### config.mk
export PLATFORM = sky130hd
export DESIGN_NAME = pif_top
export DESIGN_NICKNAME = d
export VERILOG_FILES = /design/src/verilog/pif_pkg.sv /design/src/verilog/pif_flag_bank.sv /design/src/verilog/pif_top.sv
export SDC_FILE = /design/constraint.sdc
export NUM_CORES = 1
export LEC_CHECK = 0
export BUFFER_PORTS_ARGS = -buffer_cell sky130_fd_sc_hd__buf_4
export CORE_ASPECT_RATIO = 1.4
export CORE_MARGIN = 2
export CORE_UTILIZATION = 46
export DETAILED_ROUTE_END_ITERATION = 12
export PLACE_DENSITY = 0.86
export REMOVE_ABC_BUFFERS = 1
export SYNTH_ARGS = -nofsm -noshare
export SYNTH_HDL_FRONTEND = slang
export SYNTH_SLANG_ARGS = --single-unit
export TNS_END_PERCENT = 20
### constraint.sdc
create_clock -name I_CLK -period 1.37 [get_ports I_CLK]
set_input_delay 0.137 -clock I_CLK [delete_from_list [all_inputs] [get_ports I_CLK]]
set_output_delay 0.137 -clock I_CLK [all_outputs]
set_load 0.1 [all_outputs]
### src/verilog/pif_pkg.sv
// Package for the peripheral interrupt flag block: offsets, layouts, reset values
package pif_pkg;
  // Register byte offsets on APB (word aligned)
  localparam logic [7:0] PIF_OFF_CONTROL = 8'h00;
  localparam logic [7:0] PIF_OFF_OPTION = 8'h04;
  localparam logic [7:0] PIF_OFF_ENABLES_ONE = 8'h08;
  localparam logic [7:0] PIF_OFF_ENABLES_TWO = 8'h0C;
  localparam logic [7:0] PIF_OFF_ENABLES_THREE = 8'h10;
  localparam logic [7:0] PIF_OFF_FLAGS_ONE = 8'h14;
  localparam logic [7:0] PIF_OFF_FLAGS_TWO = 8'h18;
  localparam logic [7:0] PIF_OFF_FLAGS_THREE = 8'h1C;
  localparam logic [7:0] PIF_OFF_EVT_STATUS = 8'h20;
  localparam logic [7:0] PIF_OFF_EVT_CLEAR = 8'h24;
  localparam logic [7:0] PIF_OFF_EVT_ENABLE = 8'h28;

  // Implemented bit masks of the flag/enable registers
  localparam logic [7:0] PIF_MASK_ONE = 8'hFF;
  localparam logic [7:0] PIF_MASK_TWO = 8'hFD;
  localparam logic [7:0] PIF_MASK_THREE = 8'h7A;

  // Control register bit positions
  localparam int PIF_BIT_GLOBAL_EN = 7;
  localparam int PIF_BIT_PERIPH_EN = 6;

  // Flags-two bit positions
  localparam int PIF_BIT_OSC_FAIL = 7;
  localparam int PIF_BIT_COMP_B = 6;
  localparam int PIF_BIT_COMP_A = 5;
  localparam int PIF_BIT_NVM_DONE = 4;
  localparam int PIF_BIT_BUS_COLL = 3;
  localparam int PIF_BIT_LCD = 2;
  localparam int PIF_BIT_CAPCMP_TWO = 0;
  // Flags-three bit positions
  localparam int PIF_BIT_CAPCMP_FIVE = 6;
  localparam int PIF_BIT_CAPCMP_FOUR = 5;
  localparam int PIF_BIT_CAPCMP_THREE = 4;
  localparam int PIF_BIT_TIMER_SIX = 3;
  localparam int PIF_BIT_TIMER_FOUR = 1;

  // Reset values
  localparam logic [7:0] PIF_RST_REG = 8'h00;
  localparam logic [2:0] PIF_RST_EVT = 3'h0;

  // Number of flag/enable register pairs
  localparam int PIF_NUM_BANKS = 3;

  // Event status bits: one per flag bank going pending
  localparam int PIF_EVT_W = 3;

  typedef struct packed {
    logic [7:0] one;
    logic [7:0] two;
    logic [7:0] three;
  } pif_bank_s;

  typedef struct packed {
    logic [7:0] paddr;
    logic psel;
    logic penable;
    logic pwrite;
    logic [31:0] pwdata;
  } pif_apb_req_s;
endpackage

### src/verilog/pif_flag_bank.sv
// One 8-bit peripheral flag register with its enable register
`timescale 1ns/1ps
`default_nettype none
module pif_flag_bank #(
  parameter logic [7:0] MASK = 8'hFF
) (
  input wire logic I_CLK,            // Core clock
  input wire logic I_RESET_N,        // Async reset, active low
  input wire logic [7:0] i_set,      // Condition pulses from peripherals
  input wire logic i_wr_flag,        // Software write of flag register
  input wire logic i_wr_enable,      // Software write of enable register
  input wire logic [7:0] i_wdata,    // Write data
  output logic [7:0] o_flag,         // Flag register contents
  output logic [7:0] o_enable,       // Enable register contents
  output logic o_request             // Any enabled flag pending
);
  import pif_pkg::*;

  // Hardware set wins over a software write of zero in the same cycle
  always_ff @(posedge I_CLK or negedge I_RESET_N) begin
    if (!I_RESET_N) begin
      o_flag <= PIF_RST_REG;
    end else if (i_wr_flag) begin
      o_flag <= (i_wdata | i_set) & MASK;
    end else begin
      o_flag <= (o_flag | i_set) & MASK;
    end
  end

  always_ff @(posedge I_CLK or negedge I_RESET_N) begin
    if (!I_RESET_N) begin
      o_enable <= PIF_RST_REG;
    end else if (i_wr_enable) begin
      o_enable <= i_wdata & MASK;
    end
  end

  // Enable bit at the same position as the flag it gates
  assign o_request = |(o_flag & o_enable);
endmodule
`default_nettype wire

### src/verilog/pif_top.sv
// Peripheral interrupt flag block with APB register access
//
// Functional notes
// - A flag bit sets on its condition regardless of its enable bit and the global enable.
// - A flag bit reads 1 while its interrupt is pending and 0 otherwise.
// - Implemented bits of flag registers two and three are read/write and reset to 0.
// - Flags two holds osc fail, comparator b, comparator a, nvm done, bus collision, lcd, gap, capcmp two.
// - Flags three holds capcmp five at 6, four at 5, three at 4, timer six at 3, timer four at 1.
// - Unimplemented flag bits always read as zero.
// - Each enable bit sits at the same position as the flag it gates in the paired register.
// - No peripheral interrupt reaches the core on O_PERIPH_IRQ unless the peripheral enable bit is set; O_IRQ does not need it.
//
// Implementation choices: the address map and the APB interface to the registers.
`timescale 1ns/1ps
`default_nettype none
module pif_top (
  input wire logic I_CLK,                  // Core clock, 250 MHz
  input wire logic I_RESET_N,              // Async reset, active low
  input wire logic [7:0] I_PADDR,          // APB address
  input wire logic I_PSEL,                 // APB select
  input wire logic I_PENABLE,              // APB enable
  input wire logic I_PWRITE,               // APB direction
  input wire logic [31:0] I_PWDATA,        // APB write data
  output logic [31:0] O_PRDATA,            // APB read data
  output logic O_PREADY,                   // APB ready
  output logic O_PSLVERR,                  // APB error
  input wire logic [7:0] I_FLAGS_ONE_SET,  // Bank one condition pulses
  input wire logic I_OSC_FAIL,             // Oscillator fail condition
  input wire logic I_COMPARATOR_B,         // Comparator b condition
  input wire logic I_COMPARATOR_A,         // Comparator a condition
  input wire logic I_NVM_WRITE_DONE,       // Nvm write done condition
  input wire logic I_BUS_COLLISION,        // Serial bus collision condition
  input wire logic I_LCD_MODULE,           // Lcd module condition
  input wire logic I_CAPCMP_TWO,           // Capture/compare two condition
  input wire logic I_CAPCMP_THREE,         // Capture/compare three condition
  input wire logic I_CAPCMP_FOUR,          // Capture/compare four condition
  input wire logic I_CAPCMP_FIVE,          // Capture/compare five condition
  input wire logic I_TIMER_FOUR_MATCH,     // Timer four period match
  input wire logic I_TIMER_SIX_MATCH,      // Timer six period match
  input wire logic [5:0] I_CORE_FLAGS,     // Core-owned low bits of control reg
  output logic O_PERIPH_IRQ,               // Peripheral request to core
  output logic O_IRQ                       // Bank event interrupt, level
);
  import pif_pkg::*;

  pif_apb_req_s req;
  pif_bank_s set_vec;
  pif_bank_s flags;
  pif_bank_s enables;
  logic [2:0] bank_req;
  logic [2:0] bank_req_d;
  logic [7:0] control;
  logic [7:0] option_control;
  logic [PIF_EVT_W-1:0] evt_status;
  logic [PIF_EVT_W-1:0] evt_enable;
  logic [PIF_EVT_W-1:0] evt_rise;
  logic wr_access;
  logic rd_access;
  logic addr_hit;
  logic [31:0] next_rdata;
  logic [7:0] wbyte;

  assign req = '{paddr: I_PADDR, psel: I_PSEL, penable: I_PENABLE, pwrite: I_PWRITE, pwdata: I_PWDATA};
  assign wbyte = req.pwdata[7:0];
  assign wr_access = req.psel && req.penable && req.pwrite;
  assign rd_access = req.psel && req.penable && !req.pwrite;

  // Zero wait states: every access completes in its first access cycle
  assign O_PREADY = 1'b1;
  assign O_PSLVERR = req.psel && req.penable && !addr_hit;

  always_comb begin
    addr_hit = 1'b1;
    unique case (req.paddr)
      PIF_OFF_CONTROL, PIF_OFF_OPTION, PIF_OFF_ENABLES_ONE, PIF_OFF_ENABLES_TWO,
      PIF_OFF_ENABLES_THREE, PIF_OFF_FLAGS_ONE, PIF_OFF_FLAGS_TWO, PIF_OFF_FLAGS_THREE,
      PIF_OFF_EVT_STATUS, PIF_OFF_EVT_CLEAR, PIF_OFF_EVT_ENABLE: addr_hit = 1'b1;
      default: addr_hit = 1'b0;
    endcase
  end

  // Peripheral condition wiring into the documented bit positions
  always_comb begin
    set_vec = '0;
    set_vec.one = I_FLAGS_ONE_SET;
    set_vec.two[PIF_BIT_OSC_FAIL] = I_OSC_FAIL;
    set_vec.two[PIF_BIT_COMP_B] = I_COMPARATOR_B;
    set_vec.two[PIF_BIT_COMP_A] = I_COMPARATOR_A;
    set_vec.two[PIF_BIT_NVM_DONE] = I_NVM_WRITE_DONE;
    set_vec.two[PIF_BIT_BUS_COLL] = I_BUS_COLLISION;
    set_vec.two[PIF_BIT_LCD] = I_LCD_MODULE;
    set_vec.two[PIF_BIT_CAPCMP_TWO] = I_CAPCMP_TWO;
    set_vec.three[PIF_BIT_CAPCMP_FIVE] = I_CAPCMP_FIVE;
    set_vec.three[PIF_BIT_CAPCMP_FOUR] = I_CAPCMP_FOUR;
    set_vec.three[PIF_BIT_CAPCMP_THREE] = I_CAPCMP_THREE;
    set_vec.three[PIF_BIT_TIMER_SIX] = I_TIMER_SIX_MATCH;
    set_vec.three[PIF_BIT_TIMER_FOUR] = I_TIMER_FOUR_MATCH;
  end

  pif_flag_bank #(.MASK(PIF_MASK_ONE)) u_bank_one (
    .I_CLK(I_CLK),
    .I_RESET_N(I_RESET_N),
    .i_set(set_vec.one),
    .i_wr_flag(wr_access && req.paddr == PIF_OFF_FLAGS_ONE),
    .i_wr_enable(wr_access && req.paddr == PIF_OFF_ENABLES_ONE),
    .i_wdata(wbyte),
    .o_flag(flags.one),
    .o_enable(enables.one),
    .o_request(bank_req[0])
  );

  pif_flag_bank #(.MASK(PIF_MASK_TWO)) u_bank_two (
    .I_CLK(I_CLK),
    .I_RESET_N(I_RESET_N),
    .i_set(set_vec.two),
    .i_wr_flag(wr_access && req.paddr == PIF_OFF_FLAGS_TWO),
    .i_wr_enable(wr_access && req.paddr == PIF_OFF_ENABLES_TWO),
    .i_wdata(wbyte),
    .o_flag(flags.two),
    .o_enable(enables.two),
    .o_request(bank_req[1])
  );

  pif_flag_bank #(.MASK(PIF_MASK_THREE)) u_bank_three (
    .I_CLK(I_CLK),
    .I_RESET_N(I_RESET_N),
    .i_set(set_vec.three),
    .i_wr_flag(wr_access && req.paddr == PIF_OFF_FLAGS_THREE),
    .i_wr_enable(wr_access && req.paddr == PIF_OFF_ENABLES_THREE),
    .i_wdata(wbyte),
    .o_flag(flags.three),
    .o_enable(enables.three),
    .o_request(bank_req[2])
  );

  // Only the two enable bits live here; low bits belong to the core
  always_ff @(posedge I_CLK or negedge I_RESET_N) begin
    if (!I_RESET_N) begin
      control <= PIF_RST_REG;
    end else if (wr_access && req.paddr == PIF_OFF_CONTROL) begin
      control <= {wbyte[PIF_BIT_GLOBAL_EN], wbyte[PIF_BIT_PERIPH_EN], 6'h00};
    end
  end

  // Option register is plain storage for the timer and edge logic elsewhere
  always_ff @(posedge I_CLK or negedge I_RESET_N) begin
    if (!I_RESET_N) begin
      option_control <= PIF_RST_REG;
    end else if (wr_access && req.paddr == PIF_OFF_OPTION) begin
      option_control <= wbyte;
    end
  end

  // Request requires both the peripheral and global enables
  always_ff @(posedge I_CLK or negedge I_RESET_N) begin
    if (!I_RESET_N) begin
      O_PERIPH_IRQ <= 1'b0;
    end else begin
      O_PERIPH_IRQ <= (|bank_req) && control[PIF_BIT_PERIPH_EN] && control[PIF_BIT_GLOBAL_EN];
    end
  end

  // Bank events: rising edge of each bank's enabled-pending term
  always_ff @(posedge I_CLK or negedge I_RESET_N) begin
    if (!I_RESET_N) begin
      bank_req_d <= PIF_RST_EVT;
    end else begin
      bank_req_d <= bank_req;
    end
  end
  assign evt_rise = bank_req & ~bank_req_d;

  // Set wins over a clear in the same cycle
  always_ff @(posedge I_CLK or negedge I_RESET_N) begin
    if (!I_RESET_N) begin
      evt_status <= PIF_RST_EVT;
    end else if (wr_access && req.paddr == PIF_OFF_EVT_CLEAR) begin
      evt_status <= (evt_status & ~wbyte[PIF_EVT_W-1:0]) | evt_rise;
    end else begin
      evt_status <= evt_status | evt_rise;
    end
  end

  always_ff @(posedge I_CLK or negedge I_RESET_N) begin
    if (!I_RESET_N) begin
      evt_enable <= PIF_RST_EVT;
    end else if (wr_access && req.paddr == PIF_OFF_EVT_ENABLE) begin
      evt_enable <= wbyte[PIF_EVT_W-1:0];
    end
  end

  assign O_IRQ = |(evt_status & evt_enable);

  // Read mux; unimplemented bits are already zero in the banks
  always_comb begin
    next_rdata = 32'h00000000;
    unique case (req.paddr)
      PIF_OFF_CONTROL: next_rdata[7:0] = {control[7:6], I_CORE_FLAGS};
      PIF_OFF_OPTION: next_rdata[7:0] = option_control;
      PIF_OFF_ENABLES_ONE: next_rdata[7:0] = enables.one;
      PIF_OFF_ENABLES_TWO: next_rdata[7:0] = enables.two;
      PIF_OFF_ENABLES_THREE: next_rdata[7:0] = enables.three;
      PIF_OFF_FLAGS_ONE: next_rdata[7:0] = flags.one;
      PIF_OFF_FLAGS_TWO: next_rdata[7:0] = flags.two;
      PIF_OFF_FLAGS_THREE: next_rdata[7:0] = flags.three;
      PIF_OFF_EVT_STATUS: next_rdata[PIF_EVT_W-1:0] = evt_status;
      PIF_OFF_EVT_ENABLE: next_rdata[PIF_EVT_W-1:0] = evt_enable;
      default: next_rdata = 32'h00000000;
    endcase
  end

  // Read data is combinational from registers so zero-wait reads stay valid
  assign O_PRDATA = rd_access ? next_rdata : 32'h00000000;
endmodule
`default_nettype wire

==> flow_metrics.py <==
metrics = {
    "timing": {
        "period_share": 1.41,
        "rsz0062_at_grt": "yes",
        "setup_ws_ns": -0.555,
        "fin_worst_skew_ns": 0.00756,
        "setup_viol": 22,
        "maxSlewViolCount": 0,
        "hold_viol": 0,
        "period_needed_ns": 1.93,
        "final.setup.tns_ns": -4.27,
        "fmax_ghz": 0.519,
    },
    "power": {
        "total_power_w": 0.00447,
        "vdd_drop_max_uv": 839,
        "intPower_w": 0.00311,
        "power_frac_clock": 0.365,
        "p_sw_w": 0.00137,
        "seq_power_share": 0.417,
        "power.density_nw_per_um2": 889,
        "p_sw_frac": 0.305,
        "p_comb_frac": 0.218,
        "leakage_nw": 2.35,
    },
    "worst_setup_path": {
        "crit_chain": "mux4_2 > nor2b_1 > a211oi_2 > nor2_1 > buf_6",
        "crit_path_start_kind": "flip-flop",
        "critPathRequiredTime_ns": 1.23,
        "slowest_stage": "mux4_2",
        "cp-startpoint": "u_bank_two.o_enable[0]$_DFFE_PN0P_",
        "crit_fanout": 2,
        "rr_startpoint": "u_bank_one.o_enable[3]$_DFFE_PN0P_",
        "critical_path_class": "flip-flop to primary output",
        "max_stage_delay_ns": 0.48,
        "end_kind": "primary output",
        "worstPathArrival_ns": 1.79,
    },
    "route": {
        "ant_nets": 0,
        "route.detailed.drc": 0,
        "firstDrtPassIters": 5,
        "viasPerCell": 5.78,
        "routedWlPerCell_um": 20.0,
        "dr_total_vias": 3219,
        "wirelength_mm": 11.1,
        "drt-initial-drc-count": 360,
    },
    "synthesis": {
        "synth-seq-area-share": 0.445,
        "netlist_area_um2": 3370,
        "ys_ff_latch": 60,
        "synthFlopType": "dfrtp_1",
        "synth_top_cell_by_area": "dfrtp_1",
        "synth-edff-count": 0,
        "synth_top_area_frac": 0.445,
        "async_flop_share": 1.00,
        "yosysUniqueCellTypes": 43,
        "synthTopCellsByArea": "dfrtp_1, mux2_2, buf_4, a211o_1, a22oi_1",
        "avgSynthCellArea_um2": 11.1,
        "yosys_warnings": 0,
        "netlist_instances": 305,
    },
    "die": {
        "start_util": 0.480,
        "die-area_um2": 8040,
        "die_h_um": 105,
        "row_count": 36,
        "core-area_um2": 7030,
        "io_pins": 107,
        "fp.dieW_um": 76.3,
    },
    "final_layout": {
        "drive_gt1_frac": 0.494,
        "final_cells": 557,
        "syn2layout_area_growth_pct": 49.3,
        "final_cell_area_um2": 5030,
        "fin_nets": 528,
        "diodes": 0,
    },
    "place": {
        "place.gp.congestion": 0.943,
        "dpl.hpwl_mm": 7.27,
        "placed_cell_area_um2": 4260,
        "place_inst": 507,
        "io_buffers": 57,
    },
    "job": {
        "drv_cap": 0,
    },
    "global_route": {
        "grt_max_degree": 30,
        "antenna_found_initial": 0,
        "grt_pass1_wl_mm": 16.3,
        "grt_use_total": 0.264,
        "grt_overflow": 0,
        "grt_pass1_vias": 3256,
    },
    "clocking": {
        "clk_pin_slew_ns": 0.07,
        "htreeDepth": 3,
        "cts_buffer_depth": 2,
        "clock_sinks": 60,
        "cts_root_buf": "clkbuf_8",
        "cts_tree": "done",
        "clock_latency_ns": 0.35,
        "numCtsBuffers": 9,
    },
    "status": {
        "outcome": "finished, violations left",
        "violations": "setup timing",
    },
    "worst_hold_path": {
        "hold_class": "input port to flip-flop",
        "min-delay-start": "I_PWDATA[5]",
    },
}
==> stage by stage <==
step           worst slack (ns)  utilization  hold slack (ns)
6_report                 -0.555        0.716           0.0682
5_1_grt                  -0.610        0.716           0.0685
2_1_floorplan             -1.98            -           -0.159
4_1_cts                  -0.581        0.684           0.0519
3_3_place_gp             -0.449        0.607           0.0518
3_5_place_dp             -0.476        0.607           0.0609
==> cells in the final DEF (no fill, tap or decap), types with 3 or more instances in the layout <==
master and count:
nor2_1 28, buf_12 6, a22o_1 4, mux2_2 40
a22oi_2 5, o21ai_0 4, dlygate4sd3_1 21, nand3b_1 3
conb_1 25, a21oi_2 3, dfrtp_1 60, mux4_2 4
nand2_1 12, buf_4 116, clkbuf_8 12, nor4b_4 3
nand2_2 3, buf_6 10, a22oi_1 10, inv_1 12
mux2i_1 6, a222oi_1 3, nand3_1 8, a211o_1 21
a211oi_2 3
==> worst max-delay path: cells and delay by family (launching register included) <==
kind	cells	cell delay, ns
DFF	1	0.38
buffers and inverters	1	0.19
muxes	1	0.48
and+or+nand+nor	2	0.24
AOI/OAI and AO/OA	1	0.15
==> routing by layer <==
layer	track usage	routed length [um]	up-vias	part of all wire
met1	0.297	3950	1560	0.36
met3	0.0514	785	58	0.071
li1	-	-	1387	-
met4	0.182	644	0	0.058
met5	0	0	-	0
met2	0.448	5750	214	0.52
==> power by group through the flow <==
stage               sequential (W)  clock, W  combinational (W)
global placement           0.00189         0           0.000836
CTS                        0.00187   0.00163           0.000917
detailed placement         0.00190         0           0.000851
floorplan                  0.00189         0           0.000495
finish                     0.00187   0.00163           0.000975
global route               0.00187   0.00173            0.00102
==> registers in the layout, indices dropped and copies added, names as in the netlist <==
signal and cells:
control 2, evt_enable 3, u_bank_two.o_flag 7, bank_req_d 3, u_bank_one.o_flag 8, u_bank_two.o_enable 7, O_PERIPH_IRQ 1, option_control 8
evt_status 3, u_bank_three.o_enable 5, u_bank_three.o_flag 5, u_bank_one.o_enable 8
==> kinds of logic (layout without fill, tap and decap cells) <==
family / after synthesis / count (layout) / share of synthesized area
AO/OA/AOI/OAI: 64 / 64 / 0.146
buffers and inverters: 49 / 183 / 0.0861
multiplexers: 52 / 52 / 0.185
other: 2 / 25 / 0.00223
flip-flops: 60 / 60 / 0.445
AND/OR/NAND/NOR: 78 / 78 / 0.135
==> layout make-up <==
| class | count | area [um^2] |
|---|---|---|
| Fill cell | 454 | 2000 |
| Tap cell | 95 | 119 |
| Timing Repair Buffer | 155 | 1340 |
| Multi-Input combinational cell | 219 | 1820 |
| Clock inverter | 4 | 47.5 |
| Clock buffer | 12 | 155 |
| Inverter | 12 | 45.0 |
| Sequential cell | 60 | 1500 |
==> Yosys cell counts (3+ instances only) <==
cell type,instances
inv_1,12
mux4_2,4
nand2_2,3
a211oi_1,3
o21ai_0,6
clkbuf_1,4
nand2_1,12
nand3b_1,3
buf_2,7
nor3_1,3
mux2i_1,6
nand3_1,8
buf_4,26
mux2_2,42
a22o_1,4
nor2b_1,3
a21oi_1,5
nor2_1,28
a222oi_1,3
dfrtp_1,60
a211o_1,21
a22oi_1,15
==> repair_timing <==
| item | in CTS | in global routing |
|---|---|---|
| buffers inserted | 3 | 11 |
| hold buffers | 21 | 0 |
| resized for setup | 25 | 32 |
| gates cloned | 0 | 0 |
| setup endpoints to repair | 12 | 31 |
| pin swaps | 12 | 15 |
| endpoints found under the hold margin | 44 | 0 |
==> worst paths after layout <==
path | cells past startpoint | slack [ns] | to
min | 2 | 0.07 | u_bank_two.o_enable[5]$_DFFE_PN0P_
max reg2reg | 5 | -0.27 | O_PERIPH_IRQ$_DFF_PN0_
max in group asynchronous | 3 | 0.66 | option_control[0]$_DFFE_PN0P_
min in group asynchronous | 2 | 0.24 | u_bank_two.o_flag[5]$_DFF_PN0_
min reg2reg | 1 | 0.50 | option_control[4]$_DFFE_PN0P_
max | 5 | -0.56 | O_PRDATA[0]
Power figures use the tool's default switching activity.
